==> src/ptwlm_pkg.sv <==
// constants, field layouts and types for the period timer with limit modes
// assumes one 25 MHz system clock and a plain register port with 8-bit data

package ptwlm_pkg;

   // ******************************************************************
   // widths
   // ******************************************************************
   localparam int DATA_W   = 8;
   localparam int ADDR_W   = 8;
   localparam int NUM_SRC  = 8;
   localparam int SRC_W    = 3;
   localparam int SYNC_W   = NUM_SRC + 2;
   localparam int TCLK_IDX = NUM_SRC;
   localparam int DBG_IDX  = NUM_SRC + 1;

   // ******************************************************************
   // register offsets
   // ******************************************************************
   localparam logic [ADDR_W-1:0] ADDR_COUNT  = 8'h00;
   localparam logic [ADDR_W-1:0] ADDR_PERIOD = 8'h01;
   localparam logic [ADDR_W-1:0] ADDR_CTRL   = 8'h02;
   localparam logic [ADDR_W-1:0] ADDR_LIMIT  = 8'h03;
   localparam logic [ADDR_W-1:0] ADDR_RSTSRC = 8'h04;
   localparam logic [ADDR_W-1:0] ADDR_STATUS = 8'h05;

   // ******************************************************************
   // reset values and status bit positions
   // ******************************************************************
   localparam logic [DATA_W-1:0] COUNT_RESET  = 8'h00;
   localparam logic [DATA_W-1:0] PERIOD_RESET = 8'hFF;
   localparam logic [DATA_W-1:0] READ_ZERO    = 8'h00;
   localparam int                STAT_FLAG    = 0;
   localparam int                STAT_IE      = 1;
   localparam int                STAT_ST_LO   = 2;
   localparam int                STAT_ST_HI   = 3;

   // ******************************************************************
   // mode field: class in [4:3], behaviour in [2:0]
   // ******************************************************************
   localparam logic [1:0] CLS_FREE    = 2'h0;
   localparam logic [1:0] CLS_ONESHOT = 2'h1;
   localparam logic [1:0] CLS_MONO    = 2'h2;
   localparam logic [2:0] SUB_SW      = 3'h0;
   localparam logic [2:0] SUB_GATE_HI = 3'h1;
   localparam logic [2:0] SUB_GATE_LO = 3'h2;
   localparam logic [2:0] SUB_ANY     = 3'h3;
   localparam logic [2:0] SUB_RISE    = 3'h4;
   localparam logic [2:0] SUB_FALL    = 3'h5;
   localparam logic [2:0] SUB_LOW     = 3'h6;
   localparam logic [2:0] SUB_HIGH    = 3'h7;

   // ******************************************************************
   // register layouts
   // ******************************************************************
   typedef struct packed {
      logic       on;
      logic [2:0] presc;
      logic [3:0] post;
   } ptwlm_ctrl_t;

   typedef struct packed {
      logic       prescaler_output_sync;
      logic       enable_clock_sync;
      logic [1:0] cls;
      logic [2:0] sub;
   } ptwlm_limit_t;

   typedef enum logic [1:0] {
      ST_IDLE = 2'b00,
      ST_ARM  = 2'b01,
      ST_RUN  = 2'b11,
      ST_DONE = 2'b10
   } ptwlm_state_t;

endpackage : ptwlm_pkg

==> src/ptwlm_timer.sv <==
// 8-bit period timer with prescaler, postscaler and limit modes
// assumes timer clock, reset sources and debug arrive asynchronously on pins
//
// The register addresses and the address-and-strobe port were chosen for this implementation.

`timescale 1ns/10ps
`default_nettype none

module ptwlm_timer (
   // clock and reset
   input  wire logic                          ref_clk_i,
   input  wire logic                          reset_i,
   // register port
   input  wire logic [ptwlm_pkg::ADDR_W-1:0]  reg_addr_i,
   input  wire logic [ptwlm_pkg::DATA_W-1:0]  reg_wdata_i,
   input  wire logic                          reg_write_i,
   input  wire logic                          reg_read_i,
   output logic      [ptwlm_pkg::DATA_W-1:0]  reg_rdata_o,
   // pins
   input  wire logic                          timer_clk_i,
   input  wire logic [ptwlm_pkg::NUM_SRC-1:0] ext_source_i,
   input  wire logic                          debug_mode_i,
   // events
   output logic                               postscaled_pulse_o,
   output logic                               match_irq_o
);

   // ******************************************************************
   // registers
   // ******************************************************************
   logic [ptwlm_pkg::DATA_W-1:0] count;
   logic [ptwlm_pkg::DATA_W-1:0] period;
   ptwlm_pkg::ptwlm_ctrl_t       ctrl;
   ptwlm_pkg::ptwlm_limit_t      limit;
   logic [ptwlm_pkg::SRC_W-1:0]  src_sel;
   logic                         flag;
   logic                         irq_en;
   ptwlm_pkg::ptwlm_state_t      state;
   ptwlm_pkg::ptwlm_state_t      next_state;

   logic count_wr;
   logic period_wr;
   logic ctrl_wr;
   logic limit_wr;
   logic src_wr;
   logic status_wr;

   assign count_wr  = reg_write_i && (reg_addr_i == ptwlm_pkg::ADDR_COUNT);
   assign period_wr = reg_write_i && (reg_addr_i == ptwlm_pkg::ADDR_PERIOD);
   assign ctrl_wr   = reg_write_i && (reg_addr_i == ptwlm_pkg::ADDR_CTRL);
   assign limit_wr  = reg_write_i && (reg_addr_i == ptwlm_pkg::ADDR_LIMIT);
   assign src_wr    = reg_write_i && (reg_addr_i == ptwlm_pkg::ADDR_RSTSRC);
   assign status_wr = reg_write_i && (reg_addr_i == ptwlm_pkg::ADDR_STATUS);

   // ******************************************************************
   // pin synchronisers
   // ******************************************************************
   logic [ptwlm_pkg::SYNC_W-1:0] raw_in;
   logic [ptwlm_pkg::SYNC_W-1:0] sync_a;
   logic [ptwlm_pkg::SYNC_W-1:0] sync_b;

   assign raw_in = {debug_mode_i, timer_clk_i, ext_source_i};

   genvar gi;
   generate
      for (gi = 0; gi < ptwlm_pkg::SYNC_W; gi++) begin : g_sync
         always_ff @(posedge ref_clk_i) begin
            if (reset_i) begin
               sync_a[gi] <= 1'b0;
               sync_b[gi] <= 1'b0;
            end else begin
               sync_a[gi] <= raw_in[gi];
               sync_b[gi] <= sync_a[gi];
            end
         end
      end
   endgenerate

   logic tclk_s;
   logic tclk_d;
   logic tclk_tick;
   logic debug_s;
   logic ers_v;
   logic ers_p;
   logic ers_rise;
   logic ers_fall;

   assign tclk_s  = sync_b[ptwlm_pkg::TCLK_IDX];
   assign debug_s = sync_b[ptwlm_pkg::DBG_IDX];

   // debug freezes the source
   // the selected source is frozen in debug so no edge or level change gets through
   always_ff @(posedge ref_clk_i) begin
      if (reset_i) begin
         tclk_d <= 1'b0;
         ers_v  <= 1'b0;
         ers_p  <= 1'b0;
      end else begin
         tclk_d <= tclk_s;
         ers_p  <= ers_v;
         if (!debug_s) begin
            ers_v <= sync_b[src_sel];
         end
      end
   end

   assign tclk_tick = tclk_s && !tclk_d;
   assign ers_rise  = ers_v && !ers_p;
   assign ers_fall  = !ers_v && ers_p;

   // ******************************************************************
   // mode decode
   // ******************************************************************
   // mode field decode
   function automatic logic f_start(input logic [2:0] sub, input logic rise,
                                    input logic fall);
      case (sub)
         ptwlm_pkg::SUB_GATE_HI, ptwlm_pkg::SUB_RISE, ptwlm_pkg::SUB_LOW: begin
            f_start = rise;
         end
         ptwlm_pkg::SUB_GATE_LO, ptwlm_pkg::SUB_FALL, ptwlm_pkg::SUB_HIGH: begin
            f_start = fall;
         end
         ptwlm_pkg::SUB_ANY: begin
            f_start = rise || fall;
         end
         default: begin
            f_start = 1'b0;
         end
      endcase
   endfunction : f_start

   function automatic logic f_reset(input logic [2:0] sub, input logic rise,
                                    input logic fall, input logic lvl,
                                    input logic any_ok);
      case (sub)
         ptwlm_pkg::SUB_ANY: begin
            f_reset = any_ok && (rise || fall);
         end
         ptwlm_pkg::SUB_RISE: begin
            f_reset = rise;
         end
         ptwlm_pkg::SUB_FALL: begin
            f_reset = fall;
         end
         ptwlm_pkg::SUB_LOW: begin
            f_reset = !lvl;
         end
         ptwlm_pkg::SUB_HIGH: begin
            f_reset = lvl;
         end
         default: begin
            f_reset = 1'b0;
         end
      endcase
   endfunction : f_reset

   logic is_free;
   logic is_oneshot;
   logic is_mono;
   logic start_evt;
   logic reset_evt;
   logic gate_ok;
   logic on_eff;
   logic on_tsync;

   assign is_free    = (limit.cls == ptwlm_pkg::CLS_FREE);
   assign is_oneshot = (limit.cls == ptwlm_pkg::CLS_ONESHOT);
   assign is_mono    = (limit.cls == ptwlm_pkg::CLS_MONO);
   assign start_evt  = f_start(limit.sub, ers_rise, ers_fall);

   // selected source drives start and reset
   assign reset_evt = on_eff && (state != ptwlm_pkg::ST_IDLE) && (
      (is_free && f_reset(limit.sub, ers_rise, ers_fall, ers_v, 1'b1)) ||
      (is_oneshot && f_reset(limit.sub, ers_rise, ers_fall, ers_v, 1'b0)));

   assign gate_ok = !(is_free && (limit.sub == ptwlm_pkg::SUB_GATE_HI) && !ers_v) &&
                    !(is_free && (limit.sub == ptwlm_pkg::SUB_GATE_LO) && ers_v);

   // enable retimed on timer clock
   // the edge that takes the enable is not counted, because run_ok saw the old value
   always_ff @(posedge ref_clk_i) begin
      if (reset_i) begin
         on_tsync <= 1'b0;
      end else if (!ctrl.on) begin
         on_tsync <= 1'b0;
      end else if (tclk_tick) begin
         on_tsync <= 1'b1;
      end
   end

   // enable taken directly unless enable_clock_sync picks the retimed copy
   // switching off acts at once in both options; only switching on waits for the edge
   assign on_eff = limit.enable_clock_sync ? (on_tsync && ctrl.on) : ctrl.on;

   // ******************************************************************
   // run state
   // ******************************************************************
   logic period_evt;

   always_comb begin
      next_state = state;
      case (state)
         ptwlm_pkg::ST_IDLE: begin
            if (is_free || (is_oneshot && (limit.sub == ptwlm_pkg::SUB_SW))) begin
               next_state = ptwlm_pkg::ST_RUN;
            end else begin
               next_state = ptwlm_pkg::ST_ARM;
            end
         end
         ptwlm_pkg::ST_ARM: begin
            if (start_evt) begin
               next_state = ptwlm_pkg::ST_RUN;
            end
         end
         ptwlm_pkg::ST_RUN: begin
            if (period_evt && !is_free) begin
               next_state = ptwlm_pkg::ST_DONE;
            end
         end
         ptwlm_pkg::ST_DONE: begin
            if (is_mono && start_evt) begin
               next_state = ptwlm_pkg::ST_RUN;
            end
         end
         default: begin
            next_state = ptwlm_pkg::ST_IDLE;
         end
      endcase
      if (!on_eff) begin
         next_state = ptwlm_pkg::ST_IDLE;
      end
   end

   always_ff @(posedge ref_clk_i) begin
      if (reset_i) begin
         state <= ptwlm_pkg::ST_IDLE;
      end else begin
         state <= next_state;
      end
   end

   // ******************************************************************
   // prescaler
   // ******************************************************************
   logic       run_ok;
   logic       scaler_clr;
   logic [6:0] presc_cnt;
   logic [6:0] presc_mask;
   logic [7:0] presc_ratio;
   logic       presc_raw;
   logic       presc_q;
   logic       timer_tick;

   assign run_ok = (state == ptwlm_pkg::ST_RUN) && on_eff && gate_ok;

   assign scaler_clr = count_wr || ctrl_wr || reset_evt;

   // ratio is a power of two
   assign presc_ratio = 8'h01 << ctrl.presc;
   assign presc_mask  = presc_ratio[6:0] - 7'h01;
   assign presc_raw   = tclk_tick && run_ok && (presc_cnt == presc_mask);

   always_ff @(posedge ref_clk_i) begin
      if (reset_i || scaler_clr) begin
         presc_cnt <= 7'h00;
      end else if (tclk_tick && run_ok) begin
         presc_cnt <= (presc_cnt == presc_mask) ? 7'h00 : presc_cnt + 7'h01;
      end
   end

   // retimed prescaler output
   // retiming costs a cycle; fine only while the tick rate stays below ours
   always_ff @(posedge ref_clk_i) begin
      if (reset_i) begin
         presc_q <= 1'b0;
      end else begin
         presc_q <= presc_raw && run_ok;
      end
   end

   assign timer_tick = (limit.prescaler_output_sync ? presc_q : presc_raw) && run_ok;

   // ******************************************************************
   // count and period
   // ******************************************************************
   // match is seen on the tick that clears the count
   assign period_evt = timer_tick && (count == period) && !reset_evt && !count_wr;

   // control writes do not touch the count
   always_ff @(posedge ref_clk_i) begin
      if (reset_i) begin
         count <= ptwlm_pkg::COUNT_RESET;
      end else if (count_wr) begin
         count <= reg_wdata_i;
      end else if (reset_evt) begin
         count <= ptwlm_pkg::COUNT_RESET;
      end else if (timer_tick) begin
         count <= (count == period) ? ptwlm_pkg::COUNT_RESET : count + 8'h01;
      end
   end

   always_ff @(posedge ref_clk_i) begin
      if (reset_i) begin
         period <= ptwlm_pkg::PERIOD_RESET;
      end else if (period_wr) begin
         period <= reg_wdata_i;
      end
   end

   // ******************************************************************
   // postscaler and output pulse
   // ******************************************************************
   logic [3:0] post_cnt;
   logic       post_hit;
   logic       post_fire;
   logic       pulse_q;

   // single-shot modes fire on the first period
   assign post_hit  = !is_free || (post_cnt == ctrl.post);
   assign post_fire = period_evt && post_hit;

   always_ff @(posedge ref_clk_i) begin
      if (reset_i || scaler_clr) begin
         post_cnt <= 4'h0;
      end else if (period_evt) begin
         post_cnt <= post_hit ? 4'h0 : post_cnt + 4'h1;
      end
   end

   // one timer clock wide pulse
   // held until the next timer input edge, so its width follows that clock
   always_ff @(posedge ref_clk_i) begin
      if (reset_i) begin
         pulse_q <= 1'b0;
      end else if (post_fire) begin
         pulse_q <= 1'b1;
      end else if (tclk_tick) begin
         pulse_q <= 1'b0;
      end
   end

   assign postscaled_pulse_o = pulse_q;

   // ******************************************************************
   // control, config and status registers
   // ******************************************************************
   // one-shot match drops enable
   // a software write in the same cycle is honoured over the hardware clear
   always_ff @(posedge ref_clk_i) begin
      if (reset_i) begin
         ctrl <= '0;
      end else if (ctrl_wr) begin
         ctrl <= ptwlm_pkg::ptwlm_ctrl_t'(reg_wdata_i);
      end else if (period_evt && is_oneshot) begin
         ctrl.on <= 1'b0;
      end
   end

   always_ff @(posedge ref_clk_i) begin
      if (reset_i) begin
         limit   <= '0;
         src_sel <= '0;
         irq_en  <= 1'b0;
      end else begin
         if (limit_wr) begin
            limit <= ptwlm_pkg::ptwlm_limit_t'(reg_wdata_i[6:0]);
         end
         if (src_wr) begin
            src_sel <= reg_wdata_i[ptwlm_pkg::SRC_W-1:0];
         end
         if (status_wr) begin
            irq_en <= reg_wdata_i[ptwlm_pkg::STAT_IE];
         end
      end
   end

   // flag set on the system clock
   always_ff @(posedge ref_clk_i) begin
      if (reset_i) begin
         flag <= 1'b0;
      end else if (post_fire) begin
         flag <= 1'b1;
      end else if (status_wr && !reg_wdata_i[ptwlm_pkg::STAT_FLAG]) begin
         flag <= 1'b0;
      end
   end

   always_ff @(posedge ref_clk_i) begin
      if (reset_i) begin
         match_irq_o <= 1'b0;
      end else begin
         match_irq_o <= flag && irq_en;
      end
   end

   // ******************************************************************
   // read port
   // ******************************************************************
   always_ff @(posedge ref_clk_i) begin
      if (reset_i || !reg_read_i) begin
         reg_rdata_o <= ptwlm_pkg::READ_ZERO;
      end else begin
         case (reg_addr_i)
            ptwlm_pkg::ADDR_COUNT:  reg_rdata_o <= count;
            ptwlm_pkg::ADDR_PERIOD: reg_rdata_o <= period;
            ptwlm_pkg::ADDR_CTRL:   reg_rdata_o <= ctrl;
            ptwlm_pkg::ADDR_LIMIT:  reg_rdata_o <= {1'b0, limit};
            ptwlm_pkg::ADDR_RSTSRC: reg_rdata_o <= {5'h00, src_sel};
            ptwlm_pkg::ADDR_STATUS: reg_rdata_o <= {4'h0, state, irq_en, flag};
            default:                reg_rdata_o <= ptwlm_pkg::READ_ZERO;
         endcase
      end
   end
endmodule : ptwlm_timer

`default_nettype wire

==> config.mk <==
export PLATFORM = sky130hd
export DESIGN_NAME = ptwlm_timer
export DESIGN_NICKNAME = d
export VERILOG_FILES = /design/src/ptwlm_pkg.sv /design/src/ptwlm_timer.sv
export SDC_FILE = /design/constraint.sdc
export NUM_CORES = 1
export LEC_CHECK = 0
export ABC_AREA = 1
export BUFFER_PORTS_ARGS = -buffer_cell sky130_fd_sc_hd__buf_2
export CELL_PAD_IN_SITES_DETAIL_PLACEMENT = 0
export CELL_PAD_IN_SITES_GLOBAL_PLACEMENT = 2
export CORE_MARGIN = 2
export CORE_UTILIZATION = 34
export CTS_BUF_LIST = sky130_fd_sc_hd__clkbuf_16
export DETAILED_ROUTE_END_ITERATION = 16
export PLACE_DENSITY = 0.85
export SLEW_MARGIN = 20
export SYNTH_ARGS = -nofsm -noshare
export SYNTH_HDL_FRONTEND = slang
export SYNTH_SLANG_ARGS = --single-unit
==> constraint.sdc <==
create_clock -name ref_clk_i -period 2.48 [get_ports ref_clk_i]
set_input_delay 0.124 -clock ref_clk_i [delete_from_list [all_inputs] [get_ports ref_clk_i]]
set_output_delay 0.124 -clock ref_clk_i [all_outputs]
set_load 0.05 [all_outputs]
# [After elaboration in Yosys (flattened, before gate mapping)]
# Cells that the tools add are included.
[classes] add_sub_neg=4 n_lt_le_gt_ge=1 eq_ne=23 shift=1 n_mux=25 n_bitwise=2 reduce_logical=67
[op_table] operator="$pmux W8 S6" n=1
[op_table] operator="$logic_and A1 B1 Y1" n=35
[op_table] operator="$mux W8" n=4
[op_table] operator="$eq A8 B2 Y1 const B" n=2
[op_table] operator="$eq A8 B3 Y1 const B" n=2
[op_table] operator="$eq A3 B3 Y1 const B" n=4
[op_table] operator="$logic_not A1 Y1" n=10
[op_table] operator="$mux W1" n=9
[op_table] operator="$add A8 B1 Y8 const B" n=1
[op_table] operator="$eq A8 B1 Y1 const B" n=1
[op_table] operator="$eq A8 B8 Y1" n=1
[op_table] operator="$logic_not A8 Y1" n=1
[op_table] operator="$logic_or A1 B1 Y1" n=8
[op_table] operator="$mux W2" n=4
[op_table] operator="$pmux W2 S4" n=1
[op_table] operator="$reduce_bool A2 Y1" n=4
[op_table] operator="$add A7 B1 Y7 const B" n=1
[op_table] operator="$eq A7 B7 Y1" n=1
[op_table] operator="$mux W7" n=1
[op_table] operator="$shl A1 B3 Y7 const A" n=1
[op_table] operator="$sub A7 B1 Y7 const B" n=1
[op_table] operator="$eq A2 B2 Y1 const B" n=3
[op_table] operator="$eq A3 B2 Y1 const B" n=2
[op_table] operator="$ne A2 B2 Y1 const B" n=3
[op_table] operator="17 further kinds" n=22
[word_totals] ff_bits=84 in_bits=30 output_inout_bits=10 elab_cells=166

# [Depth between registers and ports, before layout]
[depth] ltp_word=16 depth_mapped=16 mapped_depth_nobuf=14

# [Worst setup path after synthesis]
# OpenSTA, ideal clock, no wires.
[synth_path] path_kind="register to register" startpoint="register ers_v" endpoint="register count[7] (netlist bit)" setup_time_ps=115 t_arrival_ps=1661 required_ps=2365 slack_ps=705 path_stages_with_launch=14 n_path_buf=1 cell_sequence="dfxtp_1 -> inv_1 -> ha_1 -> nor3_1 -> nand2_1 -> nand2_1 -> nand2_2 -> nand2_8 -> inv_2 -> nand2_2 -> buf_6 -> nand2_2 -> a21oi_2 -> nor2_1"
[synth_via] elab_chain_len=10 elab_cells_between_ends=23 cone_classes="mux (5); reduce/logical (18)"
[synth_rtl] element="from (decl)" line="ptwlm_timer.sv:83" source="logic ers_v;"
[synth_rtl] element="from (signal assigned)" line="ptwlm_timer.sv:102" source="ers_v <= sync_b[src_sel];"
[synth_rtl] element="branches (longest 10 deep; another with $mux W8)"
[synth_rtl] element="to (signal assigned)" line="ptwlm_timer.sv:293" source="count <= ptwlm_pkg::COUNT_RESET;"
[synth_rtl] element="to (signal assigned)" line="ptwlm_timer.sv:295" source="count <= reg_wdata_i;"
[synth_rtl] element="to (signal assigned)" line="ptwlm_timer.sv:297" source="count <= ptwlm_pkg::COUNT_RESET;"
[synth_rtl] element="to (decl)" line="ptwlm_timer.sv:31" source="logic [ptwlm_pkg::DATA_W-1:0] count;"
# Several ways; the timed one is not identified.
# A chain may end at the register's enable or synchronous reset.

# [Final worst setup path]
[layout_path] startpoint="register ers_v" endpoint="register count[2] (netlist bit)"
# The elaborated chain is that of the path after synthesis.

==> out/results.ini <==
[run_status]
run_status = completed

[grt]
pin_count_of_the_biggest_net_entering_global_routing = 36
number_of_global_route_vias_before_repair = 3450
antenna_found_initial = 0
grt_pass1_wl_mm = 17.3
total_congestion_overflow_after_global_routing = 0
groute.usage.overall_pct = 17.2

[yosys]
syn-mean-instance-area_sq_um = 7.36
synthesis.area_sq_um = 4120
synth_flop_cell = sky130_fd_sc_hd__dfxtp_1
post_synth_num_cell_types = 42
yosys_warnings = 0
synth-edff-count = 0
synth-async-reset-ratio_pct = 0
synth_cells = 559
synth.ff_latch_count = 84
synthesis.nets = 594
seq_area_frac_synth_pct = 40.9

[sta]
rsz0062_at_grt = no
final.period_utilization_pct = 84.6
final_hold_viol_count = 0
fmax_mhz = 476
timing.final.setup_violations = 0
worst_pin_slew_ps = 472
final-max-slew-violation-count = 0
tns_ps = 0
max_slew_margin_pct = 68.4
final.hold.worst_slack_ps = 32.3
finClkSkew_ps = 13.4
finalCriticalPeriod_ps = 2100

[critical_path]
critical_path.slowest_cell = sky130_fd_sc_hd__dfxtp_1
reg2reg_slack_ps = 380
kind_of_start_point_of_the_critical_path = flop
critical-path-max-stage-delay_ps = 380
cp_top_family = simple AND/OR/NAND/NOR gates
worst_r2r_endpoint = count[2]
path_buf_inv = 3
timing.critical_path.to_type = flop
crit-reg2reg-launch = ers_v
timing.critical_path.cells = inv_1 > ha_1 > nor3_1 > nand2_1 > nand2_1 > nand2_2 > nand2_8 > inv_2 > nand2_2 > inv_1 > nor2_1 > nor2_1
critical_path_required_ps = 2720
crit_path_max_fanout = 11
type_of_the_worst_setup_path = reg2reg
worst_path_arrival_time_ps = 2340
worst-r2r-cell-count = 12

[route]
postRouteAntennaNets = 0
drt_iter0_drc = 258
wl_per_cell_um = 13.6
dr_vias_cell = 4.75
drc = 0
drt_wl_total_mm = 10.4
num_vias = 3617
drt_pass1_iterations = 4

[clock_tree]
cts_repair_resize_count = 0
cts_tree = done
cts_inserted_buffers = 9
cts_setup_buffers = 0
cts_root_buf = sky130_fd_sc_hd__clkbuf_16
cts_htree_levels = 3
cts_sinks = 84
clkLatencyLatePin_ps = 350
cts_buffer_depth = 2
clk_pin_slew_ps = 70

[layout]
area.growth.synth_to_final_pct = 17.5
layout_commonest_cell = sky130_fd_sc_hd__nand2_1
antenna_cells_inserted = 0
proportion_of_layout_cells_with_a_drive_suffix_above_1_pct = 16.6
finalNetCount = 645
leading_cell_types_in_the_layout_fill_and_taps_excluded = 91 x sky130_fd_sc_hd__nand2_1, 84 x sky130_fd_sc_hd__nor2_1, 84 x sky130_fd_sc_hd__dfxtp_1

[floorplan]
start_util_pct = 34.5
io_pins = 40
design.die.area_sq_um = 13000
die_h_um = 114
row_count = 40
die-width_um = 114
coreArea_sq_um = 11900

[min_path]
min-delay-path-class = in2reg
worst_hold_startpoint = reg_wdata_i[5]
hold_depth = 3
min_delay_worst_endpoint = period[5]

[power]
total_power_divided_by_cell_area_nw_per_um2 = 577
total_power_w = 0.00279
static_leakage_nw = 2.11
irDropWorstVdd_mv = 0.344

[place]
place.detailed.hpwl_mm = 7.82
port-buffer-count = 39
gp_congestion = 0.884

[job]
max_cap_violations = 0

## what timing repair did
| action | in CTS | in global routing |
|---|---|---|
| hold buffers | 10 | 0 |
| endpoints found under the setup margin | 0 | 0 |
| endpoints found under the hold margin | 10 | 0 |
## flip-flops by register name (all words and copies together), names as in the netlist, 4 cells and up
register and flops:
sync_b 8, limit 7, period 8, sync_a 10, ctrl 8, count 8
presc_cnt 7, post_cnt 4, reg_rdata_o 8
## metrics by stage
stage,utilization (%),instance area (sq um),cells,worst slack (ps)
2_1_floorplan,-,4120,559,705
3_3_place_gp,37.3,4450,736,486
3_5_place_dp,37.3,4450,736,410
4_1_cts,40.6,4830,762,395
5_1_grt,40.6,4830,762,162
6_report,40.6,4830,762,381
## where the power goes
| part | internal (W) | switching (W) | total [W] |
|---|---|---|---|
| Sequential | 0.00137 | 0.00000652 | 0.00137 |
| Combinational | 0.0000485 | 0.0000751 | 0.000124 |
| Clock | 0.000696 | 0.000597 | 0.00129 |
| Total | 0.00211 | 0.000678 | 0.00279 |
## Yosys cell counts (all sizes together) (2+ instances only)
cell | instances | area share [%]
a221oi | 3 | 0.64
nor3 | 10 | 1.5
nand3b | 2 | 0.36
o211ai | 8 | 1.5
nor2 | 95 | 11
nand2 | 103 | 11
o22ai | 8 | 1.2
o21ai | 46 | 5.6
xor2 | 13 | 2.8
nand4 | 7 | 1.2
inv | 84 | 7.7
xnor2 | 8 | 1.7
a21boi | 3 | 0.82
nand3 | 25 | 3.4
dfxtp | 84 | 41
buf | 7 | 1.3
a41oi | 4 | 0.85
a21oi | 33 | 4.2
ha | 5 | 1.5
clkbuf | 6 | 0.55
## area by class of cell
class	instances	area, sq um
clock inverters	7	61.3
inverters	84	315
repair buffers	53	325
multi-input cells	378	2040
clock buffers	9	225
fillers	1265	7080
well taps	147	184
flip-flops and latches	84	1680
## logic make-up after synthesis
logic type,Yosys count,synth area share [%]
simple gates,244,28.1
compound gates,107,15.2
buf+inv,97,9.55
flops,84,40.9
xor+xnor,21,4.47
fa+ha+maj,5,1.52
mux,1,0.274
## worst register-to-register path: cells and delay by family, from the launching register on
family / cells / cell delay [ps]
simple gates: 8 / 1000
fa+ha+maj: 1 / 300
flops: 1 / 380
buf+inv: 3 / 300
## how the worst max path moves through the flow
stage / depth (start not counted) / start / end / slack [ps]
3_3_place_gp: 12 / ers_v / count[1] / 490
3_5_place_dp: 12 / ers_v / count[2] / 410
4_1_cts: 12 / ers_v / count[2] / 390
2_1_floorplan: 13 / ers_v / count[7] / 700
5_1_grt: 12 / ers_v / count[5] / 160
6_report: 12 / ers_v / count[2] / 380
## metal layers
| layer | global-route usage (%) | vias up | share of wire (%) |
|---|---|---|---|
| met2 | 26.9 | 54 | 45 |
| met5 | 0 | - | 0 |
| li1 | - | 1908 | - |
| met3 | 4.36 | 8 | 3.4 |
| met1 | 23.2 | 1647 | 50 |
| met4 | 5.85 | 0 | 1.1 |
(Power assumes the default switching activity.)
